File: src/hw/acsr_pkg.sv
// package: register map, field layout and types of the configuration bank
// Summary of operation
// - every configuration register is zero after device reset.
// - one write updates every field of the addressed register together.
// - writing 1 to bit 1 at address 0x00 clears all registers; bit self-clears.
// - readout bit 0 at 0x00 low: no readback, readout pin high impedance.
// - readout bit high: readout pin driven, shifts register contents on reads.
// - bits 7..2 of 0x01 hold the six-bit output swing code.
// - four-bit gain field, half-decibel steps, 0000 to 1100.
// - format field 11 gives offset binary, other codes two's complement.
// - test pattern acts only while digital-features enable is set.
// - seven-bit filter field picks one of 55 noise-shaping filters.
`default_nettype none
package acsr_pkg;
	localparam int NUM_REGS = 15;
	localparam int FRAME_BITS = 16;
	localparam logic [7:0] RST_VAL = 8'h00;
	// register indices into the table below
	localparam int IX_CTRL = 0;
	localparam int IX_SWING = 1;
	localparam int IX_AUX = 2;
	localparam int IX_GAIN_B = 3;
	localparam int IX_FILT_B = 4;
	localparam int IX_SHAPE_B = 5;
	localparam int IX_FMT_AB = 6;
	localparam int IX_HF_B = 7;
	localparam int IX_HF_A = 8;
	localparam int IX_HF_C = 9;
	localparam int IX_HF_D = 10;
	localparam int IX_PED_D = 11;
	localparam int IX_OFS = 12;
	localparam int IX_OVR = 13;
	localparam int IX_SWEN = 14;
	localparam logic [7:0] REG_ADDR [NUM_REGS] = '{8'h00, 8'h01, 8'h03,
		8'h25, 8'h26, 8'h28, 8'h29, 8'h4A, 8'h58, 8'h66, 8'h74, 8'hC5,
		8'hCF, 8'hEA, 8'hF1};
	// writable bits; bit 1 of 0x00 is never stored so it reads zero
	localparam logic [7:0] REG_MASK [NUM_REGS] = '{8'h01, 8'hFC, 8'h3F,
		8'hF7, 8'h7F, 8'h40, 8'h18, 8'h01, 8'h01, 8'h01, 8'h01, 8'hE0,
		8'hBC, 8'h80, 8'h03};
	localparam int CTRL_READOUT_BIT = 0;
	localparam int CTRL_SWRST_BIT = 1;
	localparam int SWING_LSB = 2;
	localparam int GAIN_LSB = 4;
	localparam int FMT_LSB = 3;
	localparam logic [1:0] FMT_OFFSET_BIN = 2'h3;
	localparam int SHAPE_EN_BIT = 6;
	localparam int PED_LSB = 5;
	localparam int OFS_HOLD_BIT = 7;
	localparam int OFS_TC_LSB = 2;
	localparam int OVR_BIT = 7;
	localparam logic [2:0] PAT_NORMAL = 3'h0;
	localparam logic [4:0] CNT_ADDR_LAST = 5'h07;
	localparam logic [4:0] CNT_DATA_FIRST = 5'h08;
	localparam logic [4:0] CNT_LAST = 5'h0F;

	typedef enum logic [0:0] {ST_IDLE = 1'b0, ST_FRAME = 1'b1} acsr_state_t;

	typedef struct packed {
		logic en;
		logic [7:0] addr;
		logic [7:0] data;
	} acsr_wr_t;

	typedef struct packed {
		logic [5:0] swing_code;
		logic [1:0] swing_prog_en;
		logic [5:0] aux_ctrl;
		logic [3:0] gain_b;
		logic [2:0] pattern_b;
		logic [6:0] filter_b;
		logic shaping_en_b;
		logic offset_binary_ab;
		logic [3:0] hf_mode_dcba;
		logic [2:0] value_a_d;
		logic offset_loop_hold;
		logic [3:0] offset_loop_time_constant;
		logic noise_shaping_pin_override;
	} acsr_cfg_t;
endpackage
`default_nettype wire
File: src/hw/acsr_bank.sv
// configuration register bank behind the serial control port
`timescale 1ns/100ps
`default_nettype none
module acsr_bank (
	input wire logic clk_sys,
	input wire logic rst_n,
	input wire logic sen_n,
	input wire logic sclk,
	input wire logic sdata,
	input wire logic digital_features_en,
	output logic serial_readout_pin_o,
	output logic serial_readout_pin_oe_n,
	output logic soft_reset_pulse,
	output acsr_pkg::acsr_cfg_t cfg
);
	logic [7:0] q [acsr_pkg::NUM_REGS];
	acsr_pkg::acsr_wr_t wr_reg;
	acsr_pkg::acsr_state_t state_reg;
	logic sclk_prev_reg;
	logic [4:0] cnt_reg;
	logic [14:0] shift_in_reg;
	logic [7:0] shift_out_reg;
	logic serial_readout_pin_reg;
	logic oe_n_reg;
	logic soft_rst_reg;
	acsr_pkg::acsr_cfg_t cfg_reg;
	logic sclk_rise;
	logic sclk_fall;
	logic readout_en;
	logic clear_all;
	logic [7:0] rd_addr;
	logic [7:0] rd_data;
	logic [7:0] wr_addr_next;
	logic [7:0] wr_data_next;

	////////////////////////////////////////////////////////////////////////
	// register cells

	// clear and write arrive together; clear wins so readout bit 0 written with it is dropped
	assign clear_all = wr_reg.en
		&& wr_reg.addr == acsr_pkg::REG_ADDR[acsr_pkg::IX_CTRL]
		&& wr_reg.data[acsr_pkg::CTRL_SWRST_BIT];

	generate
		for (genvar i = 0; i < acsr_pkg::NUM_REGS; i++)
		begin : g_cell
			acsr_cell #(
				.ADDR(acsr_pkg::REG_ADDR[i]),
				.MASK(acsr_pkg::REG_MASK[i])
			) u_cell (
				.clk_sys(clk_sys),
				.rst_n(rst_n),
				.wr(wr_reg),
				.clear(clear_all),
				.q(q[i])
			);
		end
	endgenerate

	assign readout_en = q[acsr_pkg::IX_CTRL][acsr_pkg::CTRL_READOUT_BIT];

	always_comb
	begin
		rd_data = 8'h00;
		for (int i = 0; i < acsr_pkg::NUM_REGS; i++)
			if (rd_addr == acsr_pkg::REG_ADDR[i])
				rd_data = q[i];
	end

	////////////////////////////////////////////////////////////////////////
	// serial frame: 8 address bits then 8 data bits, msb first, on sclk rise

	assign sclk_rise = sclk && !sclk_prev_reg;
	assign sclk_fall = !sclk && sclk_prev_reg;
	assign rd_addr = {shift_in_reg[6:0], sdata};
	assign wr_addr_next = shift_in_reg[14:7];
	assign wr_data_next = {shift_in_reg[6:0], sdata};

	always_ff @(posedge clk_sys or negedge rst_n)
	begin
		if (!rst_n)
			sclk_prev_reg <= 1'b0;
		else
			sclk_prev_reg <= sclk;
	end

	always_ff @(posedge clk_sys or negedge rst_n)
	begin
		if (!rst_n)
		begin
			state_reg <= acsr_pkg::ST_IDLE;
			cnt_reg <= 5'h00;
			shift_in_reg <= 15'h0000;
		end
		else if (sen_n)
		begin
			state_reg <= acsr_pkg::ST_IDLE;
			cnt_reg <= 5'h00;
		end
		else if (sclk_rise && cnt_reg <= acsr_pkg::CNT_LAST)
		begin
			state_reg <= acsr_pkg::ST_FRAME;
			cnt_reg <= cnt_reg + 5'h01;
			shift_in_reg <= {shift_in_reg[13:0], sdata};
		end
	end

	// while readback is on, only address 0x00 accepts writes, so readout
	// can always be switched off again
	always_ff @(posedge clk_sys or negedge rst_n)
	begin
		if (!rst_n)
			wr_reg <= '0;
		else if (!sen_n && sclk_rise && cnt_reg == acsr_pkg::CNT_LAST
			&& (!readout_en
			|| wr_addr_next == acsr_pkg::REG_ADDR[acsr_pkg::IX_CTRL]))
		begin
			wr_reg.en <= 1'b1;
			wr_reg.addr <= wr_addr_next;
			wr_reg.data <= wr_data_next;
		end
		else
			wr_reg.en <= 1'b0;
	end

	// data bits leave on sclk falling edges for the host to sample on rise
	always_ff @(posedge clk_sys or negedge rst_n)
	begin
		if (!rst_n)
		begin
			shift_out_reg <= 8'h00;
			serial_readout_pin_reg <= 1'b0;
		end
		else if (!sen_n && sclk_rise && cnt_reg == acsr_pkg::CNT_ADDR_LAST)
			shift_out_reg <= readout_en ? rd_data : 8'h00;
		else if (!sen_n && sclk_fall && cnt_reg >= acsr_pkg::CNT_DATA_FIRST
			&& cnt_reg <= acsr_pkg::CNT_LAST)
		begin
			serial_readout_pin_reg <= shift_out_reg[7];
			shift_out_reg <= {shift_out_reg[6:0], 1'b0};
		end
		else if (sen_n)
			serial_readout_pin_reg <= 1'b0;
	end

	always_ff @(posedge clk_sys or negedge rst_n)
	begin
		if (!rst_n)
			oe_n_reg <= 1'b1;
		else
			oe_n_reg <= !readout_en;
	end

	always_ff @(posedge clk_sys or negedge rst_n)
	begin
		if (!rst_n)
			soft_rst_reg <= 1'b0;
		else
			soft_rst_reg <= clear_all;
	end

	////////////////////////////////////////////////////////////////////////
	// decoded configuration, one flop stage after the cells

	always_ff @(posedge clk_sys or negedge rst_n)
	begin
		if (!rst_n)
			cfg_reg <= '0;
		else
		begin
			cfg_reg.swing_code <= q[acsr_pkg::IX_SWING][7:acsr_pkg::SWING_LSB];
			cfg_reg.swing_prog_en <= q[acsr_pkg::IX_SWEN][1:0];
			cfg_reg.aux_ctrl <= q[acsr_pkg::IX_AUX][5:0];
			cfg_reg.gain_b <= q[acsr_pkg::IX_GAIN_B][7:acsr_pkg::GAIN_LSB];
			// pattern is forced to normal data unless digital features are on
			cfg_reg.pattern_b <= digital_features_en
				? q[acsr_pkg::IX_GAIN_B][2:0] : acsr_pkg::PAT_NORMAL;
			cfg_reg.filter_b <= q[acsr_pkg::IX_FILT_B][6:0];
			cfg_reg.shaping_en_b <= q[acsr_pkg::IX_SHAPE_B][acsr_pkg::SHAPE_EN_BIT];
			cfg_reg.offset_binary_ab <= q[acsr_pkg::IX_FMT_AB][acsr_pkg::FMT_LSB+:2]
				== acsr_pkg::FMT_OFFSET_BIN;
			cfg_reg.hf_mode_dcba <= {q[acsr_pkg::IX_HF_D][0], q[acsr_pkg::IX_HF_C][0],
				q[acsr_pkg::IX_HF_B][0], q[acsr_pkg::IX_HF_A][0]};
			cfg_reg.value_a_d <= q[acsr_pkg::IX_PED_D][7:acsr_pkg::PED_LSB];
			cfg_reg.offset_loop_hold <= q[acsr_pkg::IX_OFS][acsr_pkg::OFS_HOLD_BIT];
			cfg_reg.offset_loop_time_constant <=
				q[acsr_pkg::IX_OFS][acsr_pkg::OFS_TC_LSB+:4];
			cfg_reg.noise_shaping_pin_override <=
				q[acsr_pkg::IX_OVR][acsr_pkg::OVR_BIT];
		end
	end

	assign serial_readout_pin_o = serial_readout_pin_reg;
	assign serial_readout_pin_oe_n = oe_n_reg;
	assign soft_reset_pulse = soft_rst_reg;
	assign cfg = cfg_reg;
endmodule // acsr_bank
`default_nettype wire

File: src/hw/acsr_cell.sv
// one configuration register with its own address and writable mask
`timescale 1ns/100ps
`default_nettype none
module acsr_cell #(
	parameter logic [7:0] ADDR = 8'h00,
	parameter logic [7:0] MASK = 8'hFF
) (
	input wire logic clk_sys,
	input wire logic rst_n,
	input wire acsr_pkg::acsr_wr_t wr,
	input wire logic clear,
	output logic [7:0] q
);
	always_ff @(posedge clk_sys or negedge rst_n)
	begin
		if (!rst_n)
			q <= acsr_pkg::RST_VAL;
		else if (clear)
			q <= acsr_pkg::RST_VAL;
		else if (wr.en && wr.addr == ADDR)
			q <= wr.data & MASK;
	end
endmodule // acsr_cell
`default_nettype wire

File: config.mk
export PLATFORM = sky130hd
export DESIGN_NAME = acsr_bank
export DESIGN_NICKNAME = d
export VERILOG_FILES = /design/src/hw/acsr_pkg.sv /design/src/hw/acsr_bank.sv /design/src/hw/acsr_cell.sv
export SDC_FILE = /design/constraint.sdc
export NUM_CORES = 1
export LEC_CHECK = 0
export ABC_AREA = 1
export CORE_ASPECT_RATIO = 1.5
export CORE_MARGIN = 4
export CORE_UTILIZATION = 40
export CTS_CLUSTER_DIAMETER = 150
export DETAILED_ROUTE_END_ITERATION = 8
export DONT_BUFFER_PORTS = 1
export HOLD_SLACK_MARGIN = 0.02
export PLACE_DENSITY = 0.57
export SETUP_SLACK_MARGIN = 0.4
export SLEW_MARGIN = 20
export SYNTH_ARGS = -nofsm -noshare
export SYNTH_HDL_FRONTEND = slang
export SYNTH_HIERARCHICAL = 1
export SYNTH_SLANG_ARGS = --single-unit
File: constraint.sdc
create_clock -name clk_sys -period 4.4 [get_ports clk_sys]
set_clock_uncertainty 0.2 [all_clocks]
set_input_delay 0.22 -clock clk_sys [delete_from_list [all_inputs] [get_ports clk_sys]]
set_output_delay 0.22 -clock clk_sys [all_outputs]
set_load 0.1 [all_outputs]
# ---- Word level (Yosys, flattened, before mapping)
# Cells that the tools add are included.
dict set report word_totals {
  ff_bits 212
  in_bits 6
  out_inout_bits 46
}
dict set report op_classes {
  addsub 1
  n_lt_le_gt_ge 2
  n_eq_ne 31
  n_mux 54
  n_bitwise 2
  reduce_logical 54
}
# operator count
set ops {}
lappend ops {{$mux W8} 48}
lappend ops {{$eq A8 B6 Y1 const B} 8}
lappend ops {{$eq A8 B7 Y1 const B} 8}
lappend ops {{$eq A8 B8 Y1 const B} 8}
lappend ops {{$reduce_bool A2 Y1} 18}
lappend ops {{$logic_and A1 B1 Y1} 26}
lappend ops {{$logic_not A8 Y1} 3}
lappend ops {{$eq A8 B1 Y1 const B} 2}
lappend ops {{$eq A8 B2 Y1 const B} 2}
lappend ops {{$mux W5} 2}
lappend ops {{$add A5 B1 Y5 const B} 1}
lappend ops {{$eq A5 B3 Y1 const B} 1}
lappend ops {{$eq A5 B4 Y1 const B} 1}
lappend ops {{$ge A5 B4 Y1 const B} 1}
lappend ops {{$le A5 B4 Y1 const B} 1}
lappend ops {{$logic_not A1 Y1} 4}
lappend ops {{$reduce_and A2 Y1} 2}
lappend ops {{$mux W1} 3}
lappend ops {{$mux W3} 1}
lappend ops {{$eq A2 B2 Y1 const B} 1}
lappend ops {{$not A1 Y1} 2}
lappend ops {{$logic_or A1 B1 Y1} 1}

# ---- Depth between registers and ports, before layout
# Gate-level depths: netlist (run 1).
dict set report logic_depth {
  ltp_word 18
  mapped_depth 15
  depth_no_buf 15
}

# ---- Cells and area by module
# Netlist (run 1), hierarchy kept.
# module n_inst cells_per_inst area_per_inst_um2
set by_module_without_submodules {}
lappend by_module_without_submodules {acsr_bank 1 539 4381.7}
lappend by_module_without_submodules {{acsr_cell at g_cell[3].u_cell ...} 2 43 391.6}
lappend by_module_without_submodules {{acsr_cell at g_cell[1].u_cell} 1 42 366.6}
lappend by_module_without_submodules {{acsr_cell at g_cell[2].u_cell} 1 41 362.8}
lappend by_module_without_submodules {{acsr_cell at g_cell[12].u_cell} 1 34 272.8}
lappend by_module_without_submodules {{acsr_cell at g_cell[11].u_cell} 1 30 239.0}
lappend by_module_without_submodules {{acsr_cell at g_cell[6].u_cell} 1 28 183.9}
lappend by_module_without_submodules {{acsr_cell at g_cell[14].u_cell} 1 27 177.7}
lappend by_module_without_submodules {{acsr_cell at g_cell[7].u_cell} 1 30 177.7}
lappend by_module_without_submodules {{acsr_cell at g_cell[5].u_cell} 1 29 166.4}
lappend by_module_without_submodules {{acsr_cell at g_cell[13].u_cell} 1 25 153.9}
lappend by_module_without_submodules {{acsr_cell at g_cell[8].u_cell} 1 26 153.9}
lappend by_module_without_submodules {{acsr_cell at g_cell[10].u_cell} 1 27 151.4}
lappend by_module_without_submodules {{acsr_cell at g_cell[9].u_cell} 1 25 150.1}
lappend by_module_without_submodules {{acsr_cell at g_cell[0].u_cell} 1 20 146.4}

# ---- Worst setup path after synthesis (run 1)
# Ideal clock, no wire load.
dict set report synth_timing {
  path_kind {register to register}
  startpoint {register wr_reg[10] (netlist bit)}
  endpoint {register g_cell[4].u_cell.q[5]}
  setup_time_ns 0.117
  t_arrival_ns 3.221
  setup_slack_ns 0.862
  stages_incl_launch_ff 7
  synth_period_minus_slack_ns 3.538
  path_cell_list {dfrtp_1 -> or4_1 -> nor4_1 -> inv_1 -> clkbuf_4 -> nand4_1 -> nand2_1}
}
dict set report synth_between {
  elab_chain_len 4
  elab_cells_between_ends 7
}
# item line_no
set synth_lines {}
lappend synth_lines {{start: declaration} acsr_bank.sv:17} ;# acsr_pkg::acsr_wr_t wr_reg;
lappend synth_lines {{$logic_not A8 Y1 (*)} acsr_bank.sv:41} ;# && wr_reg.addr == acsr_pkg::REG_ADDR[acsr_pkg::IX_CTRL]
lappend synth_lines {{$logic_and A1 B1 Y1 (*)} acsr_bank.sv:41}
lappend synth_lines {{$logic_and A1 B1 Y1 (*)} acsr_bank.sv:42} ;# && wr_reg.data[acsr_pkg::CTRL_SWRST_BIT];
lappend synth_lines {{via clear_all} acsr_bank.sv:30} ;# logic clear_all;
lappend synth_lines {{$mux W8 or $reduce_bool A2 Y1 (tied branches)} --}
lappend synth_lines {{end signal: assignment} acsr_cell.sv:17} ;# q <= acsr_pkg::RST_VAL;
lappend synth_lines {{end signal: assignment} acsr_cell.sv:19} ;# q <= acsr_pkg::RST_VAL;
lappend synth_lines {{end signal: assignment} acsr_cell.sv:21} ;# q <= wr.data & MASK;
lappend synth_lines {{end: declaration} acsr_cell.sv:12} ;# output logic [7:0] q
# The timed path passes the listed nets; every way through them passes the cells marked *.
# A chain may end at the register's enable or synchronous reset.

# ---- Worst setup path after layout (run 1)
dict set report layout_timing {
  startpoint {register wr_reg[10] (netlist bit)}
  endpoint {register g_cell[3].u_cell.q[0]}
}
dict set report layout_between {
  elab_chain_len 4
  elab_cells_between_ends 7
}
# item line_no
set layout_lines {}
lappend layout_lines {{$logic_not A8 Y1 (*)} acsr_bank.sv:41}
lappend layout_lines {{$logic_and A1 B1 Y1 (*)} acsr_bank.sv:41}
lappend layout_lines {{$logic_and A1 B1 Y1 (*)} acsr_bank.sv:42}
lappend layout_lines {{via clear_all} acsr_bank.sv:30}
lappend layout_lines {{$mux W8 or $reduce_bool A2 Y1 (tied branches)} --}
lappend layout_lines {{end signal: assignment} acsr_cell.sv:17}
lappend layout_lines {{end signal: assignment} acsr_cell.sv:19}
lappend layout_lines {{end signal: assignment} acsr_cell.sv:21}
lappend layout_lines {{end: declaration} acsr_cell.sv:12}
# Marks and branches as above.

==> run metrics, run 1 <==
status completed; DR vias 5922; Max Slew Vio Count 0; CP max stage cell dfrtp_1; final worst-path cycle share 0.620; CP startpoint wr_reg[10]; final core utilization 0.443; vias per cell between 4 and 5; Die W ~120 um; minimum clock period between 2 and 3 ns; row cnt between 60 and 70; number of flip-flops under the largest register name 45; port buffer count 0; placed inst area 0.00782 mm^2; synth warn 6; largest net degree at the start of global routing between 100 and 150; Longest Clk Path Bufs 2; die area ~0.022 mm^2; Num CTS Buffers 17; Initial Utilization 0.409; Global Route Usage Sum 0.179; global-route wire length before repair between 30000 and 40000 um; DP HPWL between 10000 and 15000 um; Layout fillers 1956; CP Launch Type flop; LEAKAGE between 4 and 5 nW; fmax 0.367 GHz; Power Density roughly 360 mW/mm^2; Slowest Stage Delay on Critical Path 0.63 ns; ANT nets after route 0; core area between 0.015 and 0.02 mm^2; DRC Markers 0; clk root buf clkbuf_16; # Max-Cap Violations 0; number of detailed-route iterations in the first pass 5; Post-Syn Area approximately 0.0079 mm^2; 1st-iter DRT viols 455; worst skew pair latency roughly 0.43 ns; Worst Path Max Fanout 17; Sequential cell area around 0.0034 mm^2; clock tree sinks 137; CP Class flop to flop; Slew @ Worst Pin roughly 0.90 ns; Setup-failing EPs final 0; setup bufs post-CTS 0; min-delay worst type primary input to flop; antenna cells 0; Layout area overhead 8.37%; Post-Syn Area per Cell between 7 and 8 um^2; Final Hold Vio Count 0; Cells after Synth a little over 1000; grt total ovfl 0; boundary pin count 52; vias in the first global route roughly 5600; area of the multi-input gates about 0.0035 mm^2; Fin Setup TNS 0 ns; H-tree Lvls 4; Setup crit end kind flop; reg-to-reg startpoint wr_reg[10]; total length of routed wires around 18000 um; Yosys cell types a little over 40; CTS tree built; Worst Hold Launch sdata; fraction of layout cells with a size suffix above 1 0.124; Seq/Total Area, Yosys 0.436; Clock Pin Slew Worst Setup and Hold Paths roughly 0.060 ns; Worst Path Required ~4.5 ns; Hold Buf Count CTS 6; Non-Filler Instances between 1000 and 1500; normalized max-slew margin 0.398; GP Congestion between 0.8 and 0.9; worst hold slack approximately 0.12 ns; post-layout instance area about 0.0085 mm^2; RSZ-0062 raised after global routing false; critical-path cell list or4_1, nor4_2, buf_4, inv_1, nand4_1, nand2_1; Post-CTS Resized 0; flops & latches, synth 137; nets@finish between 1000 and 1500; CP Data Arrival Time 2.84 ns; initial antenna violation count 0; Die H between 150 and 200 um; VDD IR max about 0.22 mV; post-DR wirelength/cell around 14 um; DP Cell Count about 1200
-- metal layers --
layer / GRT usage / part of all wire / vias up / wire, um
li1: - / - / 3037 / -
met1: 0.218 / 0.43 / 2761 / 7920
met2: 0.306 / 0.52 / 104 / 9530
met3: 0.0358 / 0.034 / 20 / 631
met4: 0.0686 / 0.022 / 0 / 405
met5: 0 / 0 / - / 0
-- final cells by class --
| cell class | instances | area share |
|---|---|---|
| multi-input cells | 696 | 0.409 |
| flip-flops and latches | 137 | 0.402 |
| inverters | 150 | 0.0665 |
| clock buffers | 21 | 0.0564 |
| well taps | 256 | 0.0376 |
| clock inverters | 11 | 0.0169 |
| repair buffers | 9 | 0.0117 |
-- synthesized netlist by cell type (all sizes together) --
cell / instances / share of area
nand2: 256 / 0.13
inv: 149 / 0.071
nor2: 142 / 0.10
dfrtp: 136 / 0.43
buf: 78 / 0.073
nand3: 75 / 0.050
nand4: 67 / 0.053
o21ai: 52 / 0.034
conb: 15 / 0.0072
clkbuf: 8 / 0.0057
a21oi: 7 / 0.0078
nor4: 4 / 0.0059
ha: 3 / 0.0048
nor3: 3 / 0.0032
and2: 2 / 0.0016
o22ai: 2 / 0.0016
or2: 2 / 0.0016
a2111oi: 1 / 0.0011
clkinv: 1 / 0.00064
dfstp: 1 / 0.0033
nor3b: 1 / 0.0024
o2111ai: 1 / 0.0011
o21bai: 1 / 0.00095
or4: 1 / 0.00095
xor2: 1 / 0.0011
-- critical path, delay by kind of cell, from the launching register on --
| kind | cells | cell delay [ns] |
|---|---|---|
| and+or+nand+nor | 4 | 1.24 |
| DFF | 1 | 0.63 |
| buffers and inverters | 2 | 0.54 |
-- cell families after synthesis --
kind of cell,synth area share
xor gates and xnor gates,0.00111
other,0.00716
buffers and inverters,0.151
AOI/OAI and AO/OA,0.0461
adders and majority gates,0.00477
DFF,0.436
and+or+nand+nor,0.354
-- cell usage in the layout, fill, tap and decap left out, drive strengths merged --
master and instances:
clkinv 5, ha 3, or4 1, and2 2, nor3b 1, o21ai 52
o2111ai 1, nand3 75, nor4 4, buf 4, clkbuf 21, xor2 1
bufinv 3, nor2 142, dfstp 1, nand4 67, conb 75, inv 149
a2111oi 1, nand2 256, a21oi 7, o21bai 1, or2 2, clkinvlp 4
dfrtp 136, o22ai 2, nor3 3, dlygate4sd3 5
-- stage by stage --
stage	setup slack [ns]	power (mW)
after detailed placement	1.73	1.51
after global routing	1.50	3.16
after CTS	1.72	3.07
final	1.67	3.04
after global placement	1.88	1.51
after floorplan	0.862	1.52
-- final timing paths --
| check | to | slack (ns) | cells after the start |
|---|---|---|---|
| worst max-delay path | g_cell[3].u_cell/q[0] | 1.67 | 6 |
| worst min-delay path | shift_out_reg[7] | 0.12 | 6 |
| worst max register to register | g_cell[3].u_cell/q[0] | 1.67 | 6 |
| worst min register to register | cfg[17] | 0.20 | 0 |
| max in group asynchronous | cnt_reg[4] | 3.20 | 2 |
| min in group asynchronous | shift_in_reg[12] | 0.19 | 2 |
-- power breakdown --
part	total (mW)	internal (mW)	switching [mW]
sequential	1.33	1.29	0.0329
clock	1.51	0.949	0.563
combinational	0.196	0.0498	0.146
(Power assumes the default switching activity.)
==> run 2: changes to the inputs <==
Clock period 4.4 ns to 2.7 ns, I/O delays scaled along.
==> run 2 against run 1 <==
Against the previous run: the run now ends with hold timing left; largest power group unchanged; first-iteration DRC count up 5.7%; sequential power up 62%; total power up 65%; maximum frequency up 25%; sequential share of layout area down 0.99 points; design area up 2.6%; routed wire length up 6.3%; largest cell class unchanged; highest routed layer unchanged; setup slack worse by 1.2 ns; global-route usage up 1.0 points.
==> run metrics, run 2 (synthesis gave the netlist of run 1 again) <==
number of flip-flops under the largest register name 45 (unchanged); worst skew pair latency 0.43 ns (about the same); reg-to-reg startpoint cnt_reg[0]; CP Data Arrival Time 2.30 ns (-0.54 ns); largest net degree at the start of global routing 138 (unchanged); vias per cell 4.67 (+0.99%); GP Congestion 0.876 (+0.44%); Reg2Reg Setup Slack 0.51 ns (-1.16 ns); Global Route Usage Sum 0.189 (+0.0102); global-route wire length before repair 32000 um (+5.0%); post-DR wirelength/cell 15.2 um (+5.2%); most common cell after layout, fill and taps aside nand2_1; LEAKAGE 4.22 nW (+2.2%); antenna cells 0 (unchanged); vias in the first global route 5803 (+4.0%); CTS tree built; 1st-iter DRT viols 481 (+5.7%); Max Slew Vio Count 0 (unchanged); Worst Path Required 2.81 ns (-1.71 ns); core area 0.0192 mm^2 (unchanged); fmax 0.457 GHz (+25%); # Max-Cap Violations 0 (unchanged); status finished with violations; minimum clock period 2.19 ns (-0.542 ns); boundary pin count 52 (unchanged); normalized max-slew margin 0.413 (+0.0143); Setup-failing EPs final 0 (unchanged); DRC Markers 0 (unchanged); min-delay worst type primary input to async pin; Slowest Stage Delay on Critical Path 0.40 ns (-0.23 ns); Setup crit end kind flop; commonest non-fill, non-tap cells in the layout nand2_1 (235), inv_1 (138), dfrtp_1 (133); slack of the critical path 0.514 ns (-1.16 ns); Die W 123 um (unchanged); Worst Path Max Fanout 10 (-7); DP HPWL 13900 um (+7.0%); Buf+Inv Stages, Crit Path 0 (-2); Slew @ Worst Pin 0.882 ns (-0.0214 ns); Clock Pin Slew Worst Setup and Hold Paths 0.06 ns (about the same); Power Density 574 mW/mm^2 (+61%); Non-Filler Instances 1294 (+1.1%); CP Launch Type flop; worst hold slack -0.793 ns (-0.915 ns); total length of routed wires 19700 um (+6.3%); DP Cell Count 1257 (+1.2%); Die H 180 um (unchanged); clock tree sinks 137 (unchanged); fraction of layout cells with a size suffix above 1 0.161 (+0.0369); CP delay by family, top simple AND/OR/NAND/NOR gates; critical-path cell list ha_1, nand2_1, nor2_1, ha_1, o21bai_2, nand2_2, nand2_1, nor2_1, a21oi_2; Hold Buf Count CTS 4 (-2); RR Endpoint shift_out_reg[4]; VDD IR max 0.373 mV (+67%); Longest Clk Path Bufs 2 (unchanged); Layout area overhead 11.2%; CP Class flop to flop; final worst-path cycle share 0.810 (+0.190); H-tree Lvls 4 (unchanged); nets@finish 1034 (+1.4%); clk root buf clkbuf_16; Final Hold Vio Count 137 (+137); die area 0.0220 mm^2 (unchanged); grt total ovfl 0 (unchanged); number of detailed-route iterations in the first pass 5 (unchanged); Place WS 0.431 ns (-1.30 ns); ANT nets after route 0 (unchanged); final core utilization 0.455 (+0.0116); R2R depth 9 (+3); row cnt 62 (unchanged); violated checks hold timing; port buffer count 0 (unchanged); CP max stage cell dfrtp_1; Fin Setup TNS 0 ns (unchanged); initial antenna violation count 0 (unchanged); RSZ-0062 raised after global routing true; Initial Utilization 0.409 (unchanged); DR vias 6046 (+2.1%); Num CTS Buffers 17 (unchanged)
run 2: where the power goes:
part	internal, mW	switching (mW)	leakage [nW]	total [mW]
combinational	0.0815	0.202	2.03	0.283
clock	1.63	0.943	0.318	2.58
sequential	2.11	0.0533	1.87	2.16
run 2: per-stage QoR:
step | hold WS (ns) | instance area (um^2) | total power, mW
6_report | -0.793 | 8750 | 5.02
5_1_grt | -0.821 | 8750 | 5.23
4_1_cts | -0.819 | 8710 | 5.07
3_5_place_dp | -0.353 | 8020 | 2.47
3_3_place_gp | -0.353 | 8020 | 2.47
2_1_floorplan | -0.361 | 8200 | 2.48
run 2: worst reg2reg max path, delay by kind of cell, from the launching register on:
kind | cells | cell delay [ns]
flops | 1 | 0.40
simple gates | 5 | 0.76
compound gates | 2 | 0.27
fa+ha+maj | 2 | 0.44
run 2: worst max-delay path by stage:
stage	slack, ns	cells past startpoint	startpoint	end
floorplan	0.19	6	wr_reg[10]	g_cell[2].u_cell/q[0]
global placement	0.41	9	cnt_reg[0]	shift_out_reg[4]
detailed placement	0.43	9	cnt_reg[0]	shift_out_reg[4]
CTS	0.41	9	cnt_reg[0]	shift_out_reg[4]
global route	0.37	13	shift_in_reg[1]	shift_out_reg[5]
finish	0.51	9	cnt_reg[0]	shift_out_reg[4]
run 2: timing repair:
action | 4_1_cts | 5_1_grt
hold endpoints to repair | 163 | 137
setup buffers | 0 | 0
resized for setup | 0 | 12
endpoints found under the setup margin | 0 | 28
run 2: layout make-up:
cell class                      count  area, um^2
Timing Repair Buffer               23         190
Tap cell                          256         320
Sequential cell                   137        3430
Fill cell                        1966       10500
Multi-Input combinational cell    696        3590
Inverter                          150         567
Clock inverter                     12         185
Clock buffer                       20         467
run 2: routing by layer:
metal	vias to the layer above	GRT usage	wire, um
li1	3069	-	-
met3	44	0.0377	659
met4	0	0.0969	884
met5	-	0	0
met2	121	0.318	9950
met1	2812	0.226	8170
==> run 3: changes to the inputs <==
Clock period 2.7 ns to 2.2 ns, I/O delays scaled along.
==> run 3 against run 2 <==
Against the previous run: global-route usage increased by 0.61 points; critical path depth decreased by 2; register-to-register slack got worse by 0.47 ns; largest cell class unchanged; die area unchanged; via count increased by 12%; first-iteration DRC count decreased by 11%; the flow still finishes with violations (hold timing).
==> run metrics, run 3 (synthesis gave the netlist of run 1 again) <==
R2R depth 7 (-2); vias in the first global route 6265 (+8.0%); slack of the critical path 0.0481 ns (-0.466 ns); Non-Filler Instances 1403 (+8.4%); clock tree sinks 137 (unchanged); total length of routed wires 22300 um (+13%); min-delay worst type primary input to async pin; Sequential cell area 0.00344 mm^2 (about the same); CP max stage cell or4_4; Psw 1.65 mW (+38%); Die W 123 um (unchanged); Buf+Inv Stages, Crit Path 3 (+3); Power Density 607 mW/mm^2 (+5.7%); LEAKAGE 5.02 nW (+19%); DR vias 6767 (+12%); 1st-iter DRT viols 427 (-11%); Slowest Stage Delay on Critical Path 0.54 ns (+0.14 ns); fmax 0.465 GHz (+1.6%); ANT nets after route 0 (unchanged); core area 0.0192 mm^2 (unchanged); Reg2Reg Setup Slack 0.05 ns (-0.47 ns); global-route wire length before repair 33200 um (+3.9%); number of detailed-route iterations in the first pass 5 (unchanged); vias per cell 4.82 (+3.2%); GP Congestion 0.943 (+7.7%); CP Data Arrival Time 2.26 ns (-0.04 ns); initial antenna violation count 0 (unchanged); minimum clock period 2.15 ns (-0.0342 ns); RSZ-0062 raised after global routing true; clock share of power 0.482 (-0.031); fraction of layout cells with a size suffix above 1 0.344 (+0.183); critical-path cell list or4_4, nor4_4, buf_4, clkbuf_16, clkinvlp_4, nand3_1, nand2_1; worst hold slack -0.821 ns (-0.0286 ns); largest net degree at the start of global routing 138 (unchanged); die area 0.0220 mm^2 (unchanged); status finished with violations; total power 6.30 mW (+25%); CP Class flop to flop; CTS tree built; combinational group share of total power 0.095 (+0.039); grt total ovfl 0 (unchanged); Max Slew Vio Count 0 (unchanged); violated checks hold timing; Initial Utilization 0.409 (unchanged); final worst-path cycle share 0.978 (+0.168); Fin Setup TNS 0 ns (unchanged); Sw Share 0.263 (+0.0243); # Max-Cap Violations 0 (unchanged); Slew @ Worst Pin 0.689 ns (-0.193 ns); reg-to-reg startpoint wr_reg[11]; post-DR wirelength/cell 15.9 um (+4.5%); Die H 180 um (unchanged); Global Route Usage Sum 0.195 (+0.00606); area of the multi-input gates 0.00405 mm^2 (+13%); CP delay by family, top simple AND/OR/NAND/NOR gates; Final Hold Vio Count 137 (unchanged); antenna cells 0 (unchanged); Reg power frac 0.422 (-0.009); VDD IR max 0.466 mV (+25%); H-tree Lvls 4 (unchanged); DP Cell Count 1310 (+4.2%); port buffer count 0 (unchanged); number of flip-flops under the largest register name 45 (unchanged); DP HPWL 14000 um (+0.68%); Worst Path Max Fanout 6 (-4); Place WS 0.0933 ns (-0.337 ns); Longest Clk Path Bufs 2 (unchanged); post-layout instance area 0.0104 mm^2 (+19%); row cnt 62 (unchanged); placed inst area 0.00848 mm^2 (+5.8%); CP Launch Type flop; nets@finish 1143 (+11%); Setup-failing EPs final 0 (unchanged); normalized max-slew margin 0.541 (+0.128); worst skew pair latency 0.43 ns (about the same); Setup crit end kind flop; most common cell after layout, fill and taps aside nand2_1; DRC Markers 0 (unchanged); internal power 4.64 mW (+21%); commonest non-fill, non-tap cells in the layout nand2_1 (187), dfrtp_1 (131), inv_1 (123); Worst path depth 7 (-2); Clock Pin Slew Worst Setup and Hold Paths 0.07 ns (about the same); CP startpoint wr_reg[11]; final core utilization 0.539 (+0.0844); Layout area overhead 31.8%; CP Capture Point g_cell[1].u_cell/q[4]; Worst Path Required 2.31 ns (-0.50 ns); RR Endpoint g_cell[1].u_cell/q[4]; clk root buf clkbuf_16; boundary pin count 52 (unchanged); Num CTS Buffers 17 (unchanged); Layout fillers 1759 (-11%)
-- run 3: cell count changes in the layout (fill, tap and decap cells not counted), moves of 10 or more --
cell / previous run / this run
nand3_1: 55 / 42
buf_4: 18 / 97
nand2_2: 14 / 41
nor2_1: 100 / 84
nand3_2: 20 / 31
o21ai_1: 1 / 15
inv_1: 138 / 123
o21ai_2: 1 / 21
buf_6: 0 / 10
nand2_4: 7 / 28
o21ai_0: 50 / 16
nand2_1: 235 / 187
nor2_2: 24 / 39
-- run 3: final cells by class --
cell class | count | area share
Clock buffer | 18 | 0.0414
Clock inverter | 14 | 0.0176
Inverter | 150 | 0.0608
Multi-Input combinational cell | 696 | 0.391
Sequential cell | 137 | 0.331
Tap cell | 256 | 0.0309
Timing Repair Buffer | 129 | 0.125
Timing Repair inverter | 3 | 0.00193
-- run 3: power groups by stage --
stage	sequential [mW]	combinational, mW	clock, mW
global route	2.66	0.658	3.22
detailed placement	2.69	0.361	0
CTS	2.65	0.455	3.08
finish	2.66	0.600	3.04
floorplan	2.68	0.365	0
global placement	2.69	0.360	0
-- run 3: worst register-to-register path, stage by stage (launching register included) --
cell	delay, ns
dfrtp_2	0.40
or4_4	0.54
nor4_4	0.18
buf_4	0.20
clkbuf_16	0.17
clkinvlp_4	0.18
nand3_1	0.13
nand2_1	0.05
-- run 3: how the worst min path moves through the flow --
stage	from	endpoint	slack (ns)	cells past startpoint
6_report	rst_n	shift_in_reg[13]	-0.82	0
5_1_grt	rst_n	shift_in_reg[13]	-0.84	0
4_1_cts	rst_n	shift_in_reg[13]	-0.83	0
3_5_place_dp	rst_n	shift_in_reg[13]	-0.38	0
3_3_place_gp	rst_n	shift_in_reg[13]	-0.38	0
2_1_floorplan	rst_n	cfg[0]	-0.39	0
-- run 3: what timing repair did --
action	4_1_cts	5_1_grt
cloned	7	8
endpoints found under the setup margin	73	90
hold buffers	3	1
resized for setup	53	166
pin swaps	13	54
endpoints found under the hold margin	164	152
buffers inserted	20	22
-- run 3: layer usage --
metal | share of wire | global-route usage | vias to the layer above | wire (um)
met5 | 0 | 0 | - | 0
met3 | 0.042 | 0.0292 | 72 | 927
met4 | 0.052 | 0.0901 | 0 | 1150
met1 | 0.37 | 0.215 | 3207 | 8230
met2 | 0.54 | 0.359 | 188 | 12000
li1 | - | - | 3300 | -
